--- config.mk ---
export PLATFORM = sky130hd
export DESIGN_NAME = epi_pin_irq
export DESIGN_NICKNAME = d
export VERILOG_FILES = /design/src/epi_pkg.sv /design/src/epi_pin_detect.sv /design/src/epi_pin_irq.sv
export VERILOG_INCLUDE_DIRS = /design/src
export SDC_FILE = /design/constraint.sdc
export NUM_CORES = 1
export LEC_CHECK = 0
export ABC_AREA = 1
export BUFFER_PORTS_ARGS = -buffer_cell sky130_fd_sc_hd__buf_4
export CAP_MARGIN = 20
export CORE_ASPECT_RATIO = 0.7
export CORE_MARGIN = 2
export CORE_UTILIZATION = 52
export CTS_CLUSTER_SIZE = 20
export DETAILED_ROUTE_END_ITERATION = 7
export GPL_ROUTABILITY_DRIVEN = 0
export GPL_TIMING_DRIVEN = 0
export PLACE_DENSITY = 0.8
export SLEW_MARGIN = 20
export SYNTH_ARGS = -nofsm -noshare
export SYNTH_HDL_FRONTEND = slang
export SYNTH_SLANG_ARGS = --single-unit
--- constraint.sdc ---
create_clock -name clk_in -period 1.4 [get_ports clk_in]
set_input_delay 0 -clock clk_in [delete_from_list [all_inputs] [get_ports clk_in]]
set_output_delay 0 -clock clk_in [all_outputs]
set_load 0.05 [all_outputs]
--- src/epi_map.svh ---
// Register offsets, field positions and reset values of the pin interrupt unit
`ifndef EPI_MAP_SVH
`define EPI_MAP_SVH
`define EPI_NUM_PINS 8
`define EPI_OFF_EVCTRL 8'h04
`define EPI_OFF_ENCLR 8'h08
`define EPI_OFF_ENSET 8'h0C
`define EPI_OFF_FLAG 8'h10
`define EPI_OFF_WAKE 8'h14
`define EPI_OFF_CONFIG 8'h18
`define EPI_OFF_MASK 8'h1C
`define EPI_SLOT_W 4
`define EPI_SENSE_W 3
`define EPI_FILT_BIT 3
`define EPI_SENSE_NONE 3'h0
`define EPI_SENSE_RISE 3'h1
`define EPI_SENSE_FALL 3'h2
`define EPI_SENSE_BOTH 3'h3
`define EPI_SENSE_HIGH 3'h4
`define EPI_SENSE_LOW 3'h5
`define EPI_RST8 8'h00
`define EPI_RST32 32'h0000_0000
`define EPI_RESP_OKAY 2'h0
`define EPI_RESP_SLVERR 2'h2
`endif

--- src/epi_pkg.sv ---
// Types shared by the pin interrupt unit
package epi_pkg;
   typedef struct packed
   {
      logic [7:0] ena;
      logic [7:0] flag;
      logic [7:0] wake;
      logic [7:0] evout;
      logic [7:0] mask;
      logic [31:0] cfg;
   } epi_regs_t;

   typedef enum logic [1:0]
   {
      EPI_W_IDLE,
      EPI_W_RESP
   } epi_wstate_t;
endpackage : epi_pkg

--- src/epi_pin_detect.sv ---
// Per-pin synchroniser, majority filter and sense detector
`timescale 1ns/1ps
`include "epi_map.svh"
module epi_pin_detect
(
   input wire logic clk_in,
   input wire logic rst_in,
   input wire logic pin_in,
   input wire logic [3:0] slot_in,
   output logic match_out
);
   import epi_pkg::*;

   logic [2:0] sync_ff;
   logic [2:0] nxt_sync;
   logic stable_ff;
   logic nxt_stable;
   logic [2:0] hist_ff;
   logic [2:0] nxt_hist;
   logic lvl_ff;
   logic nxt_lvl;
   logic prev_ff;
   logic nxt_prev;
   logic match_ff;
   logic nxt_match;
   logic vote;
   logic [2:0] sense;

   always_comb
   begin
      sense = slot_in[`EPI_SENSE_W-1:0];
      nxt_sync = {sync_ff[1:0], pin_in};
      // Change counts only when stages two and three agree
      nxt_stable = (sync_ff[1] == sync_ff[2]) ? sync_ff[2] : stable_ff;
      nxt_hist = {hist_ff[1:0], stable_ff};
      vote = (hist_ff[0] & hist_ff[1]) | (hist_ff[1] & hist_ff[2])
         | (hist_ff[0] & hist_ff[2]);
      nxt_lvl = slot_in[`EPI_FILT_BIT] ? vote : stable_ff;
      nxt_prev = lvl_ff;
      nxt_match = 1'b0;
      case (sense)
         `EPI_SENSE_RISE: nxt_match = lvl_ff & ~prev_ff;
         `EPI_SENSE_FALL: nxt_match = ~lvl_ff & prev_ff;
         `EPI_SENSE_BOTH: nxt_match = lvl_ff ^ prev_ff;
         `EPI_SENSE_HIGH: nxt_match = lvl_ff;
         `EPI_SENSE_LOW: nxt_match = ~lvl_ff;
         // None and reserved codes never detect
         default: nxt_match = 1'b0;
      endcase
   end

   always_ff @(posedge clk_in)
   begin
      if (rst_in)
      begin
         sync_ff <= 3'h0;
         stable_ff <= 1'b0;
         hist_ff <= 3'h0;
         lvl_ff <= 1'b0;
         prev_ff <= 1'b0;
         match_ff <= 1'b0;
      end
      else
      begin
         sync_ff <= nxt_sync;
         stable_ff <= nxt_stable;
         hist_ff <= nxt_hist;
         lvl_ff <= nxt_lvl;
         prev_ff <= nxt_prev;
         match_ff <= nxt_match;
      end
   end

   assign match_out = match_ff;
endmodule : epi_pin_detect

--- src/epi_pin_irq.sv ---
// External pin interrupt unit with AXI4-Lite register slave
`timescale 1ns/1ps
`include "epi_map.svh"
module epi_pin_irq
(
   input wire logic clk_in,
   input wire logic rst_in,
   input wire logic [7:0] ext_irq_pin_in,
   input wire logic [7:0] s_axi_awaddr_in,
   input wire logic s_axi_awvalid_in,
   output logic s_axi_awready_out,
   input wire logic [31:0] s_axi_wdata_in,
   input wire logic [3:0] s_axi_wstrb_in,
   input wire logic s_axi_wvalid_in,
   output logic s_axi_wready_out,
   output logic [1:0] s_axi_bresp_out,
   output logic s_axi_bvalid_out,
   input wire logic s_axi_bready_in,
   input wire logic [7:0] s_axi_araddr_in,
   input wire logic s_axi_arvalid_in,
   output logic s_axi_arready_out,
   output logic [31:0] s_axi_rdata_out,
   output logic [1:0] s_axi_rresp_out,
   output logic s_axi_rvalid_out,
   input wire logic s_axi_rready_in,
   output logic [7:0] pin_irq_req_out,
   output logic irq_out,
   output logic wake_req_out,
   output logic [7:0] pin_event_out
);
   import epi_pkg::*;

   epi_regs_t regs_ff;
   epi_regs_t nxt_regs;
   logic [7:0] match;
   logic [7:0] event_ff;
   logic [7:0] nxt_event;
   logic wake_ff;
   logic nxt_wake;
   logic irq_ff;
   logic nxt_irq;

   // Write channel state
   epi_wstate_t wst_ff;
   epi_wstate_t nxt_wst;
   logic aw_have_ff;
   logic nxt_aw_have;
   logic w_have_ff;
   logic nxt_w_have;
   logic [7:0] awaddr_ff;
   logic [7:0] nxt_awaddr;
   logic [31:0] wdata_ff;
   logic [31:0] nxt_wdata;
   logic [3:0] wstrb_ff;
   logic [3:0] nxt_wstrb;
   logic [1:0] bresp_ff;
   logic [1:0] nxt_bresp;

   // Read channel state
   logic rvalid_ff;
   logic nxt_rvalid;
   logic [31:0] rdata_ff;
   logic [31:0] nxt_rdata;
   logic [1:0] rresp_ff;
   logic [1:0] nxt_rresp;

   logic do_write;
   logic [7:0] wbyte;
   logic [7:0] flag_clr;
   logic [31:0] cfg_wr;

   genvar gi;
   generate
      for (gi = 0; gi < `EPI_NUM_PINS; gi++)
      begin : g_pin
         epi_pin_detect u_det
         (
            .clk_in(clk_in),
            .rst_in(rst_in),
            .pin_in(ext_irq_pin_in[gi]),
            .slot_in(regs_ff.cfg[gi*`EPI_SLOT_W +: `EPI_SLOT_W]),
            .match_out(match[gi])
         );
      end
   endgenerate

   assign s_axi_awready_out = (wst_ff == EPI_W_IDLE) && !aw_have_ff;
   assign s_axi_wready_out = (wst_ff == EPI_W_IDLE) && !w_have_ff;
   assign s_axi_arready_out = !rvalid_ff;

   always_comb
   begin
      nxt_wst = wst_ff;
      nxt_aw_have = aw_have_ff;
      nxt_w_have = w_have_ff;
      nxt_awaddr = awaddr_ff;
      nxt_wdata = wdata_ff;
      nxt_wstrb = wstrb_ff;
      nxt_bresp = bresp_ff;
      do_write = 1'b0;
      case (wst_ff)
         EPI_W_IDLE:
         begin
            if (s_axi_awvalid_in && s_axi_awready_out)
            begin
               nxt_aw_have = 1'b1;
               nxt_awaddr = s_axi_awaddr_in;
            end
            if (s_axi_wvalid_in && s_axi_wready_out)
            begin
               nxt_w_have = 1'b1;
               nxt_wdata = s_axi_wdata_in;
               nxt_wstrb = s_axi_wstrb_in;
            end
            if (aw_have_ff && w_have_ff)
            begin
               do_write = 1'b1;
               nxt_wst = EPI_W_RESP;
            end
         end
         EPI_W_RESP:
         begin
            if (s_axi_bready_in)
            begin
               nxt_wst = EPI_W_IDLE;
               nxt_aw_have = 1'b0;
               nxt_w_have = 1'b0;
            end
         end
         default: nxt_wst = EPI_W_IDLE;
      endcase
      // Only byte lane 0 carries the eight-pin registers
      wbyte = wstrb_ff[0] ? wdata_ff[7:0] : `EPI_RST8;
      for (int b = 0; b < 4; b++)
      begin
         cfg_wr[b*8 +: 8] = wstrb_ff[b] ? wdata_ff[b*8 +: 8]
            : regs_ff.cfg[b*8 +: 8];
      end
      nxt_regs = regs_ff;
      flag_clr = `EPI_RST8;
      if (do_write)
      begin
         nxt_bresp = `EPI_RESP_OKAY;
         if (awaddr_ff == `EPI_OFF_EVCTRL)
            nxt_regs.evout = wstrb_ff[0] ? wdata_ff[7:0] : regs_ff.evout;
         else if (awaddr_ff == `EPI_OFF_ENCLR)
            nxt_regs.ena = regs_ff.ena & ~wbyte;
         else if (awaddr_ff == `EPI_OFF_ENSET)
            nxt_regs.ena = regs_ff.ena | wbyte;
         else if (awaddr_ff == `EPI_OFF_FLAG)
            flag_clr = wbyte;
         else if (awaddr_ff == `EPI_OFF_WAKE)
            nxt_regs.wake = wstrb_ff[0] ? wdata_ff[7:0] : regs_ff.wake;
         else if (awaddr_ff == `EPI_OFF_CONFIG)
            nxt_regs.cfg = cfg_wr;
         else if (awaddr_ff == `EPI_OFF_MASK)
            nxt_regs.mask = wstrb_ff[0] ? wdata_ff[7:0] : regs_ff.mask;
         else
            nxt_bresp = `EPI_RESP_SLVERR;
      end
      // Set wins over clear in the same cycle
      nxt_regs.flag = (regs_ff.flag & ~flag_clr) | match;
      nxt_event = match & regs_ff.evout;
      nxt_wake = |(match & regs_ff.wake);
      nxt_irq = |(nxt_regs.flag & nxt_regs.ena & nxt_regs.mask);
   end

   always_comb
   begin
      nxt_rvalid = rvalid_ff;
      nxt_rdata = rdata_ff;
      nxt_rresp = rresp_ff;
      if (rvalid_ff && s_axi_rready_in)
         nxt_rvalid = 1'b0;
      if (s_axi_arvalid_in && s_axi_arready_out)
      begin
         nxt_rvalid = 1'b1;
         nxt_rresp = `EPI_RESP_OKAY;
         // Upper bits zero-filled on all eight-pin registers
         if (s_axi_araddr_in == `EPI_OFF_EVCTRL)
            nxt_rdata = {24'h000000, regs_ff.evout};
         else if (s_axi_araddr_in == `EPI_OFF_ENCLR ||
            s_axi_araddr_in == `EPI_OFF_ENSET)
            nxt_rdata = {24'h000000, regs_ff.ena};
         else if (s_axi_araddr_in == `EPI_OFF_FLAG)
            nxt_rdata = {24'h000000, regs_ff.flag};
         else if (s_axi_araddr_in == `EPI_OFF_WAKE)
            nxt_rdata = {24'h000000, regs_ff.wake};
         else if (s_axi_araddr_in == `EPI_OFF_CONFIG)
            nxt_rdata = regs_ff.cfg;
         else if (s_axi_araddr_in == `EPI_OFF_MASK)
            nxt_rdata = {24'h000000, regs_ff.mask};
         else
         begin
            nxt_rdata = `EPI_RST32;
            nxt_rresp = `EPI_RESP_SLVERR;
         end
      end
   end

   always_ff @(posedge clk_in)
   begin
      if (rst_in)
      begin
         regs_ff <= '0;
         event_ff <= `EPI_RST8;
         wake_ff <= 1'b0;
         irq_ff <= 1'b0;
         wst_ff <= EPI_W_IDLE;
         aw_have_ff <= 1'b0;
         w_have_ff <= 1'b0;
         awaddr_ff <= `EPI_RST8;
         wdata_ff <= `EPI_RST32;
         wstrb_ff <= 4'h0;
         bresp_ff <= `EPI_RESP_OKAY;
         rvalid_ff <= 1'b0;
         rdata_ff <= `EPI_RST32;
         rresp_ff <= `EPI_RESP_OKAY;
      end
      else
      begin
         regs_ff <= nxt_regs;
         event_ff <= nxt_event;
         wake_ff <= nxt_wake;
         irq_ff <= nxt_irq;
         wst_ff <= nxt_wst;
         aw_have_ff <= nxt_aw_have;
         w_have_ff <= nxt_w_have;
         awaddr_ff <= nxt_awaddr;
         wdata_ff <= nxt_wdata;
         wstrb_ff <= nxt_wstrb;
         bresp_ff <= nxt_bresp;
         rvalid_ff <= nxt_rvalid;
         rdata_ff <= nxt_rdata;
         rresp_ff <= nxt_rresp;
      end
   end

   assign s_axi_bvalid_out = (wst_ff == EPI_W_RESP);
   assign s_axi_bresp_out = bresp_ff;
   assign s_axi_rvalid_out = rvalid_ff;
   assign s_axi_rdata_out = rdata_ff;
   assign s_axi_rresp_out = rresp_ff;
   assign pin_irq_req_out = regs_ff.flag & regs_ff.ena;
   assign irq_out = irq_ff;
   assign wake_req_out = wake_ff;
   assign pin_event_out = event_ff;
endmodule : epi_pin_irq

==> reports/metrics.yaml, run 1 <==
timing:
  holdWs_ns: 0.0370
  finClkSkew_ns: 0.0108
  period_share: 1.22
  min_period_ns: 1.71
  hold_viol_final: 0
  fin_ws_ns: -0.311
  slew_violations: 0
  rsz0062_at_grt: "true"
  setup_viol: 51
  max_freq_mhz: 584
  tightestPinTransition_ns: 0.901
  slew-limit-headroom: 0.399
power_and_ir_drop:
  p_clk_frac: 0.404
  max-vdd-ir-drop_mv: 0.689
  power_frac_comb: 0.110
  p_leak_nw: 5.50
  pwr_density_cell_mw_per_mm2: 1100
  p_seq_frac: 0.486
  p_int_mw: 11.1
  switching_share: 0.256
  net-switching-power_mw: 3.82
  fin_total_pwr_mw: 15.0
setup_path:
  crit_path_top_delay_cell: "dfxtp_2"
  path_max_fanout: 6
  cp_common_cell: "buf_6"
  required_ns: 1.84
  critPathCaptureType: "flip-flop"
  crit_path_start_kind: "flip-flop"
  slowest_delay_ns: 0.34
  cp.arrival_ns: 2.15
  crit_start: "awaddr_ff[0]$_SDFFE_PP0P_"
  worstPathCellList: "inv_2, nand2_4, nor3_4, buf_6, nand3_4, buf_4, nor2_4, buf_6, o21ai_2, a21oi_1"
  timing.rr.start: "awaddr_ff[0]$_SDFFE_PP0P_"
  criticalPathCategory: "flip-flop to flip-flop"
yosys:
  synthTopCellsByArea: "dfxtp_1 49%, a21oi_1 7.6%, inv_1 6.3%"
  synth-compound-area-share: 0.168
  synth.distinct_cells: 44
  async_flop_share: 0
  syn_area_sq_mm: 0.00993
  synth-simple-area-share: 0.214
  synth-edff-count: 0
  ys_seq_elements: 244
  yosysMostFrequentCell: "dfxtp_1"
  synth.largest_area_cell: "dfxtp_1"
  synth_mux_area_frac: 0
  synth_commonest_cells: "244 x dfxtp_1, 168 x inv_1, 164 x nand2_1"
  netlist.area_leader.share: 0.492
  synthAdderAreaFrac: 0.0262
  synth_flop_cell: "dfxtp_1"
  synth_area_per_cell_sq_um: 7.76
  synth_top_family_by_area: "simple AND/OR/NAND/NOR gates"
  yosysWarnings: 0
  seq_area_frac_synth: 0.492
  synth_xor_area_frac: 0
  syn_inst: 1281
status:
  outcome: "finished, violations left"
  violations: "setup timing"
global_route:
  grt_pass1_vias: 9195
  grt_max_degree: 16
  grt_pass1_wl_mm: 48.0
  antenna_found_initial: 0
  gr-usage-all-layers: 0.300
  gr-total-overflow: 0
route:
  drt_iter0_markers: 1028
  postRouteAntennaNets: 0
  avgViaCountPerCell: 5.59
  drc: 0
  routed-via-count: 9973
  wirelength_mm: 32.1
  routedWlPerCell_microns: 18.0
  dr.pass1.iters: 5
floorplan:
  die_area_sq_mm: 0.0202
  io_pins: 126
  coreArea_sq_mm: 0.0188
  num_rows: 42
  initial_core_util: 0.528
  die_w_microns: 169
  die_h_microns: 120
clock_tree:
  clk_latency_ns: 0.51
  htreeDepth: 1
  clk_path_buf_depth: 3
  clk_pin_slew_worst_paths_ns: 0.06
  cts_tree: "built"
  cts.sinks: 244
  cts_root_buffer: "clkbuf_16"
  cts-buffers-inserted: 23
flow_run:
  maxCapViolCount: 0
min_path:
  worstHoldStart: "s_axi_araddr_in[3]"
  hold_path.class: "input port to flip-flop"
cells_and_area:
  nets: 1609
  drive_gt1_frac: 0.267
  areaGrowthSynthToFinish_pct: 37.2
  postLayoutCoreUtil: 0.725
  n_antenna_cell: 0
placed_design:
  place_hpwl_mm: 20.8
  port_buffers: 122
[cell families (layout without fill, tap and decap cells)]
family	after synthesis	in the layout
AO/OA/AOI/OAI	312	312
other	1	2
adder cells (fa/ha/maj)	22	22
AND/OR/NAND/NOR	461	461
buffers and inverters	241	500
flip-flops	244	244
[cell usage in the layout, fill, tap and decap left out, types with 11 or more instances in the layout]
cell	instances
nand3_2	22
dfxtp_1	234
nand2_1	156
buf_6	19
dlygate4sd3_1	56
o21ai_0	46
inv_1	165
a21oi_1	128
buf_4	150
nor2_1	132
o21ai_1	40
a21oi_2	24
nor3_2	11
nand3_1	67
nor3_1	23
clkbuf_16	24
clkbuf_1	25
o21ai_2	39
ha_1	16
nor2_4	13
[power groups by stage]
stage               combinational [mW]  sequential, mW  clock [mW]
global route                      1.77            7.27        6.32
CTS                               1.46            7.23        6.04
finish                            1.65            7.26        6.04
global placement                  1.23            7.38           0
detailed placement                1.25            7.39           0
floorplan                        0.761            7.40           0
[worst paths after layout]
check | end | slack, ns | depth (start not counted)
min | s_axi_rdata_out[5]$_SDFFE_PP0P_ | 0.04 | 5
min reg2reg | g_pin[2].u_det.sync_ff[1]$_SDFF_PP0_ | 0.40 | 2
max reg2reg | regs_ff[15]$_SDFFE_PP0P_ | -0.31 | 10
max | regs_ff[15]$_SDFFE_PP0P_ | -0.31 | 10
[through the flow]
stage | area (sq um) | setup TNS [ns] | instances | setup WS (ns)
floorplan | 10200 | -1.53 | 1282 | -0.0790
global placement | 11400 | -26.35 | 1646 | -0.437
detailed placement | 11400 | -29.68 | 1646 | -0.440
CTS | 13100 | -7.83 | 1765 | -0.282
global route | 13600 | -15.59 | 1783 | -0.388
finish | 13600 | -11.47 | 1783 | -0.311
[final cells by class]
type	instances	area, sq um
multi-input cells	797	4650
well taps	242	303
flip-flops and latches	244	4910
clock buffers	30	632
clock inverters	10	80.1
plain buffers	60	449
inverters	180	696
repair buffers	220	1920
fillers	1386	5180
[layer usage]
| layer | share of wire | routed length (microns) | track usage |
|---|---|---|---|
| met5 | 0 | 0 | 0 |
| met4 | 0.031 | 1000 | 0.0871 |
| met3 | 0.10 | 3350 | 0.0557 |
| met2 | 0.45 | 14400 | 0.471 |
| met1 | 0.42 | 13400 | 0.424 |
[worst max-delay path, delay by kind of cell, from the launching register on]
kind                   cells  cell delay [ns]
AOI/OAI and AO/OA          2             0.22
buffers and inverters      4             0.54
DFF                        1             0.34
and+or+nand+nor            4             0.55
[state kept, by name (all words and copies together) (netlist names), 4 cells and up]
signal / count
regs_ff: 72
s_axi_rdata_out: 32
wdata_ff: 32
g_pin.u_det.hist_ff: 24
g_pin.u_det.sync_ff: 24
awaddr_ff: 8
g_pin.u_det.lvl_ff: 8
g_pin.u_det.match_out: 8
g_pin.u_det.prev_ff: 8
g_pin.u_det.stable_ff: 8
pin_event_out: 8
wstrb_ff: 4
[what timing repair did]
action                                 in CTS  in global routing
buffers inserted                           20                 20
hold buffers                               56                  0
cloned                                      3                  1
gates resized for setup                    80                128
pin swaps                                  13                 41
endpoints found under the hold margin      56                  0
setup endpoints to repair                  87                101
Note: power is estimated with default switching activity, not from simulation.
==> run 2, diff against run 1 <==
- ABC_CLOCK_PERIOD_IN_PS: not set -> 1400
- SETUP_SLACK_MARGIN: not set -> 0.2
==> run 2 against run 1 <==
The flow finishes with violations (hold timing, setup timing). Die area is the same. Clock skew rose by 0.0023 ns. Sequential share of layout area fell by 3.7 points. Combinational power is 39% higher. Routed wire length is 16% higher. Clock power rose by 6.8%. Non-clock buffer count rose by 24. Sequential cell count unchanged. Register-to-register slack worse by 0.06 ns. Worst hold slack worse by 0.045 ns. Fmax is 3.6% lower. Highest routed layer unchanged.
==> reports/metrics.yaml, run 2 (synthesis gave the netlist of run 1 again) <==
route:
  drc: 0  # unchanged
  routedWlPerCell_microns: 20.6  # +15%
  postRouteAntennaNets: 0  # unchanged
  routed-via-count: 10700  # +6.8%
  avgViaCountPerCell: 5.88  # +5.2%
  dr.pass1.iters: 8  # +3
  drt_iter0_markers: 1520  # +48%
  wirelength_mm: 37.3  # +16%
setup_path:
  crit_path_top_delay_cell: "dfxtp_4"
  criticalPathCategory: "flip-flop to flip-flop"
  crit_family: "simple AND/OR/NAND/NOR gates"
  critPathCaptureType: "flip-flop"
  rrSetupSlack_ns: -0.38  # -0.06 ns
  worstPathCellList: "nand2_4, nor2_4, buf_12, buf_12, buf_16, nand3_2, nand2_2, nand2_1, nand3_1, nand2_1, nor2_1, a21oi_1"
  required_ns: 1.79  # -0.05 ns
  r2r_end: "irq_out$_SDFF_PP0_"
  path_max_fanout: 6  # unchanged
  timing.rr.start: "aw_have_ff$_SDFFE_PP0P_"
  critPathBufInv: 3  # -1
  crit_path_start_kind: "flip-flop"
  cp.arrival_ns: 2.17  # +0.02 ns
  slowest_delay_ns: 0.36  # +0.02 ns
  reg2reg_depth: 12  # +2
clock_tree:
  htreeDepth: 1  # unchanged
  cts_tree: "built"
  cts_root_buffer: "clkbuf_16"
  clk_pin_slew_worst_paths_ns: 0.07  # about the same
  clk_path_buf_depth: 3  # unchanged
  cts-buffers-inserted: 23  # unchanged
  clk_latency_ns: 0.52  # about the same
  cts.sinks: 244  # unchanged
cells_and_area:
  layout_commonest_cell: "dfxtp_1"
  final_cell_mix: "222 x dfxtp_1, 162 x inv_1, 140 x nand2_1, 140 x buf_4, 128 x nor2_1"
  fin_area_sq_mm: 0.0152  # +12%
  top_register: "regs_ff"
  final_cells: 1811  # +1.6%
  areaGrowthSynthToFinish_pct: 53.5
  n_antenna_cell: 0  # unchanged
  largest_reg_flops: 72  # unchanged
  postLayoutCoreUtil: 0.810  # +0.0857
  nets: 1636  # +1.7%
  drive_gt1_frac: 0.376  # +0.109
placed_design:
  port_buffers: 122  # unchanged
  dpl-instance-area_sq_mm: 0.0116  # +1.6%
  pre_cts_slack_ns: -0.465  # -0.0244 ns
  dp.cells: 1646  # unchanged
  place_hpwl_mm: 21.2  # +1.9%
global_route:
  grt_pass1_vias: 9395  # +2.2%
  antenna_found_initial: 0  # unchanged
  grt_pass1_wl_mm: 50.2  # +4.6%
  gr-total-overflow: 0  # unchanged
  gr-usage-all-layers: 0.317  # +0.0171
  grt_max_degree: 16  # unchanged
min_path:
  hold_path.class: "input port to flip-flop"
  worstHoldStart: "s_axi_araddr_in[4]"
  whs_endpoint: "s_axi_rresp_out[1]$_SDFFE_PP0P_"
  hold_depth: 4  # -1
power_and_ir_drop:
  power_frac_comb: 0.143  # +0.033
  p_int_mw: 11.8  # +5.6%
  fin_total_pwr_mw: 16.0  # +7.1%
  pwr_density_cell_mw_per_mm2: 1050  # -4.2%
  net-switching-power_mw: 4.26  # +12%
  max-vdd-ir-drop_mv: 1.47  # +110%
  switching_share: 0.266  # +0.0107
  p_clk_frac: 0.403  # about the same
  p_seq_frac: 0.454  # -0.032
  p_leak_nw: 5.95  # +8.3%
status:
  violations: "hold timing, setup timing"
  outcome: "finished, violations left"
timing:
  slew_violations: 0  # unchanged
  finClkSkew_ns: 0.0131  # +0.00228 ns
  fin_ws_ns: -0.375  # -0.0642 ns
  holdWs_ns: -0.00831  # -0.0453 ns
  setup_tns_ns: -11.46  # +0.0185 ns
  tightestPinTransition_ns: 0.916  # +0.0151 ns
  slew-limit-headroom: 0.389  # -0.0101
  max_freq_mhz: 563  # -3.6%
  period_share: 1.27  # +0.0459
  setup_viol: 56  # +9.8%
  hold_viol_final: 1  # +1
  rsz0062_at_grt: "true"
  min_period_ns: 1.78  # +0.0642 ns
floorplan:
  die_w_microns: 169  # unchanged
  die_h_microns: 120  # unchanged
  io_pins: 126  # unchanged
  num_rows: 42  # unchanged
  coreArea_sq_mm: 0.0188  # unchanged
  die_area_sq_mm: 0.0202  # unchanged
  initial_core_util: 0.528  # unchanged
flow_run:
  maxCapViolCount: 0  # unchanged
==> run 2: cell type report <==
type / instances / area (sq um)
flip-flops and latches: 244 / 4920
clock buffers: 33 / 663
multi-input cells: 799 / 5510
well taps: 242 / 303
repair buffers: 243 / 2390
fillers: 1027 / 3570
repair inverters: 1 / 16.3
clock inverters: 8 / 96.3
inverters: 180 / 712
plain buffers: 61 / 623
==> run 2: power by group through the flow <==
stage                     Combinational [mW]  Clock (mW)  Sequential, mW
after floorplan                        0.849           0            7.40
after global placement                  1.30           0            7.39
after detailed placement                1.33           0            7.39
after CTS                               1.88        6.36            7.25
after global routing                    2.38        6.72            7.29
final                                   2.29        6.45            7.28
==> run 2: metal layers <==
layer | share of wire | track usage
met5 | 0 | 0
met4 | 0.042 | 0.103
met3 | 0.12 | 0.0871
met2 | 0.45 | 0.481
met1 | 0.39 | 0.440
==> run 2: worst max path at each step <==
stage	start	endpoint	slack (ns)	cells past startpoint
3_3_place_gp	w_have_ff$_SDFFE_PP0P_	regs_ff[43]$_SDFFE_PP0P_	-0.42	8
6_report	aw_have_ff$_SDFFE_PP0P_	irq_out$_SDFF_PP0_	-0.38	12
5_1_grt	aw_have_ff$_SDFFE_PP0P_	irq_out$_SDFF_PP0_	-0.41	12
2_1_floorplan	s_axi_rvalid_out$_SDFFE_PP0P_	s_axi_rdata_out[5]$_SDFFE_PP0P_	-0.08	7
3_5_place_dp	awaddr_ff[7]$_SDFFE_PP0P_	irq_out$_SDFF_PP0_	-0.46	10
4_1_cts	aw_have_ff$_SDFFE_PP0P_	regs_ff[0]$_SDFFE_PP0P_	-0.25	10
==> run 2: worst reg2reg max path, cell delays in order, from the launching register on <==
cell and delay (ns):
dfxtp_4 0.36, nand2_4 0.05, nor2_4 0.18, buf_12 0.18
buf_12 0.12, buf_16 0.11, nand3_2 0.09, nand2_2 0.10
nand2_1 0.07, nand3_1 0.11, nand2_1 0.08, nor2_1 0.12
a21oi_1 0.08
==> run 2: what timing repair did <==
action | 4_1_cts | 5_1_grt
cloned | 13 | 7
resized for setup | 167 | 250
setup buffers | 31 | 17
endpoints found under the setup margin | 108 | 170
endpoints found under the hold margin | 56 | 0
hold buffers | 56 | 0
pin swaps | 51 | 68
==> run 3, diff against run 2 <==
- ABC_CLOCK_PERIOD_IN_PS: 1400 -> 1650
- CORE_UTILIZATION: 52 -> 58
- PLACE_DENSITY: 0.8 -> 0.84
- clock period: 1.4 -> 1.65 ns (I/O delays scaled with it)
==> run 3 against run 2 <==
The flow finishes with violations (setup timing). Critical path depth down 1. First-iteration DRC count down 11%. Register-to-register slack better by 0.28 ns.
==> reports/metrics.yaml, run 3 (synthesis gave the netlist of run 1 again) <==
clock_tree:
  clk_path_buf_depth: 3  # unchanged
  cts_tree: "built"
  clk_pin_slew_worst_paths_ns: 0.07  # about the same
  cts.sinks: 244  # unchanged
  clk_latency_ns: 0.53  # about the same
  cts_root_buffer: "clkbuf_16"
  cts-buffers-inserted: 22  # -4.3%
  htreeDepth: 1  # unchanged
global_route:
  grt_max_degree: 17  # +1
  grt_pass1_wl_mm: 49.8  # -0.69%
  gr-total-overflow: 0  # unchanged
  grt_pass1_vias: 9454  # +0.63%
  gr-usage-all-layers: 0.344  # +0.0266
  antenna_found_initial: 1  # +1
cells_and_area:
  drive_gt1_frac: 0.265  # -0.111
  nets: 1611  # -1.5%
  layout_commonest_cell: "dfxtp_1"
  final_cell_mix: "232 x dfxtp_1, 165 x inv_1, 152 x nand2_1, 152 x buf_4, 131 x nor2_1"
  fillers: 930  # -9.4%
  areaGrowthSynthToFinish_pct: 37.7
  largest_reg_flops: 72  # unchanged
  final_cells: 1770  # -2.3%
  top_register: "regs_ff"
placed_design:
  dp.cells: 1629  # -1.0%
  place_hpwl_mm: 20.4  # -4.0%
  pre_cts_slack_ns: -0.196  # +0.269 ns
  port_buffers: 122  # unchanged
timing:
  min_period_ns: 1.74  # -0.0323 ns
  setup_viol: 11  # -80%
  setup_tns_ns: -0.476  # +10.98 ns
  max_freq_mhz: 574  # +1.9%
  tightestPinTransition_ns: 1.02  # +0.106 ns
  slew_violations: 0  # unchanged
  finClkSkew_ns: 0.0128  # -0.000352 ns
  slew-limit-headroom: 0.318  # -0.0709
  period_share: 1.06  # -0.212
  rsz0062_at_grt: "true"
  fin_ws_ns: -0.0929  # +0.282 ns
  hold_viol_final: 0  # -1
floorplan:
  coreArea_sq_mm: 0.0165  # -12%
  die_h_microns: 114  # -5.1%
  initial_core_util: 0.601  # +0.0725
  die_area_sq_mm: 0.0182  # -10%
  io_pins: 126  # unchanged
  num_rows: 39  # -7.1%
  die_w_microns: 160  # -5.2%
status:
  violations: "setup timing"
  outcome: "finished, violations left"
setup_path:
  reg2reg_depth: 11  # -1
  critPathCaptureType: "flip-flop"
  cp.arrival_ns: 2.15  # -0.02 ns
  rrSetupSlack_ns: -0.09  # +0.28 ns
  criticalPathCategory: "flip-flop to flip-flop"
  crit_path_start_kind: "flip-flop"
  required_ns: 2.06  # +0.27 ns
  path_max_fanout: 8  # +2
  timing.rr.start: "awaddr_ff[1]$_SDFFE_PP0P_"
  r2r_end: "regs_ff[20]$_SDFFE_PP0P_"
  crit_start: "awaddr_ff[1]$_SDFFE_PP0P_"
  critPathCapture: "regs_ff[20]$_SDFFE_PP0P_"
flow_run:
  maxCapViolCount: 0  # unchanged
route:
  drc: 0  # unchanged
  dr.pass1.iters: 7  # -1
  drt_iter0_markers: 1353  # -11%
  wirelength_mm: 34.4  # -7.9%
  routed-via-count: 10400  # -2.0%
  routedWlPerCell_microns: 19.4  # -5.8%
  avgViaCountPerCell: 5.90  # +0.30%
  postRouteAntennaNets: 0  # unchanged
power_and_ir_drop:
  net-switching-power_mw: 3.38  # -21%
  pwr_density_cell_mw_per_mm2: 954  # -9.2%
  fin_total_pwr_mw: 13.1  # -19%
  p_seq_frac: 0.473  # +0.019
  p_clk_frac: 0.415  # +0.012
  switching_share: 0.259  # -0.00730
  power_frac_comb: 0.112  # -0.031
  p_leak_nw: 5.51  # -7.4%
  p_int_mw: 9.67  # -18%
  max-vdd-ir-drop_mv: 0.801  # -45%
min_path:
  hold_path.class: "input port to flip-flop"
## run 3: cell types whose count changed in the layout (fill, tap and decap cells not counted), sizes merged
cell	change
clkinv	-1
buf	-16
clkinvlp	+2
clkbuf	-10
diode	+1
## run 3: how the worst min path moves through the flow
stage                                                 to  slack, ns  cells past startpoint          startpoint
floorplan           g_pin[0].u_det.sync_ff[0]$_SDFF_PP0_       0.11                      2   ext_irq_pin_in[0]
global route             s_axi_rdata_out[2]$_SDFFE_PP0P_       0.05                      5  s_axi_araddr_in[3]
detailed placement  g_pin[3].u_det.sync_ff[0]$_SDFF_PP0_       0.21                      3   ext_irq_pin_in[3]
finish                   s_axi_rdata_out[2]$_SDFFE_PP0P_       0.03                      5  s_axi_araddr_in[3]
global placement    g_pin[6].u_det.sync_ff[0]$_SDFF_PP0_       0.20                      3   ext_irq_pin_in[6]
CTS                      s_axi_rdata_out[2]$_SDFFE_PP0P_       0.02                      5  s_axi_araddr_in[3]
## run 3: stage by stage
| stage | hold slack, ns | utilization | instance area, sq um |
|---|---|---|---|
| final | 0.0346 | 0.827 | 13700 |
| after global routing | 0.0454 | 0.827 | 13700 |
| after CTS | 0.0222 | 0.793 | 13100 |
| after detailed placement | 0.208 | 0.679 | 11200 |
| after global placement | 0.199 | 0.679 | 11200 |
| after floorplan | 0.107 | - | 10000 |
## run 3: cell type report
cell class                      count  area [sq um]  share of cell area
Multi-Input combinational cell    799          4680               0.342
Inverter                          180           696              0.0509
Tap cell                          225           282              0.0206
Antenna cell                        1          2.50            0.000183
Buffer                             61           409              0.0299
Sequential cell                   244          4910               0.359
Timing Repair Buffer              220          1940               0.142
Clock buffer                       30           652              0.0477
Clock inverter                     10           109             0.00796
## run 3: power groups by stage
stage	registers [mW]	clock network [mW]	logic (mW)
after global placement	6.26	0	0.992
final	6.18	5.41	1.46
after detailed placement	6.27	0	1.01
after global routing	6.18	5.66	1.54
after floorplan	6.27	0	0.611
after CTS	6.15	5.38	1.26
## run 3: layer usage
layer / track usage / part of all wire / routed length, microns
met5: 0 / 0 / 0
met3: 0.0876 / 0.14 / 4660
met2: 0.537 / 0.45 / 15300
met4: 0.0967 / 0.034 / 1170
met1: 0.477 / 0.38 / 13200
## run 3: critical path, stage by stage (launching register included)
cell and delay, ns:
dfxtp_2 0.36, inv_2 0.06, nand2_4 0.12, nor2_4 0.07, nand2_8 0.08, inv_6 0.05
nor2_8 0.10, buf_4 0.13, nand4_4 0.21, buf_4 0.21, o21ai_1 0.16, a21oi_1 0.06
## run 3: what timing repair did
action,4_1_cts,5_1_grt
buffers inserted,25,12
endpoints found under the setup margin,72,100
cloned,5,2
pin swaps,28,31
hold endpoints to repair,56,0
gates resized for setup,108,146
hold buffers,56,0
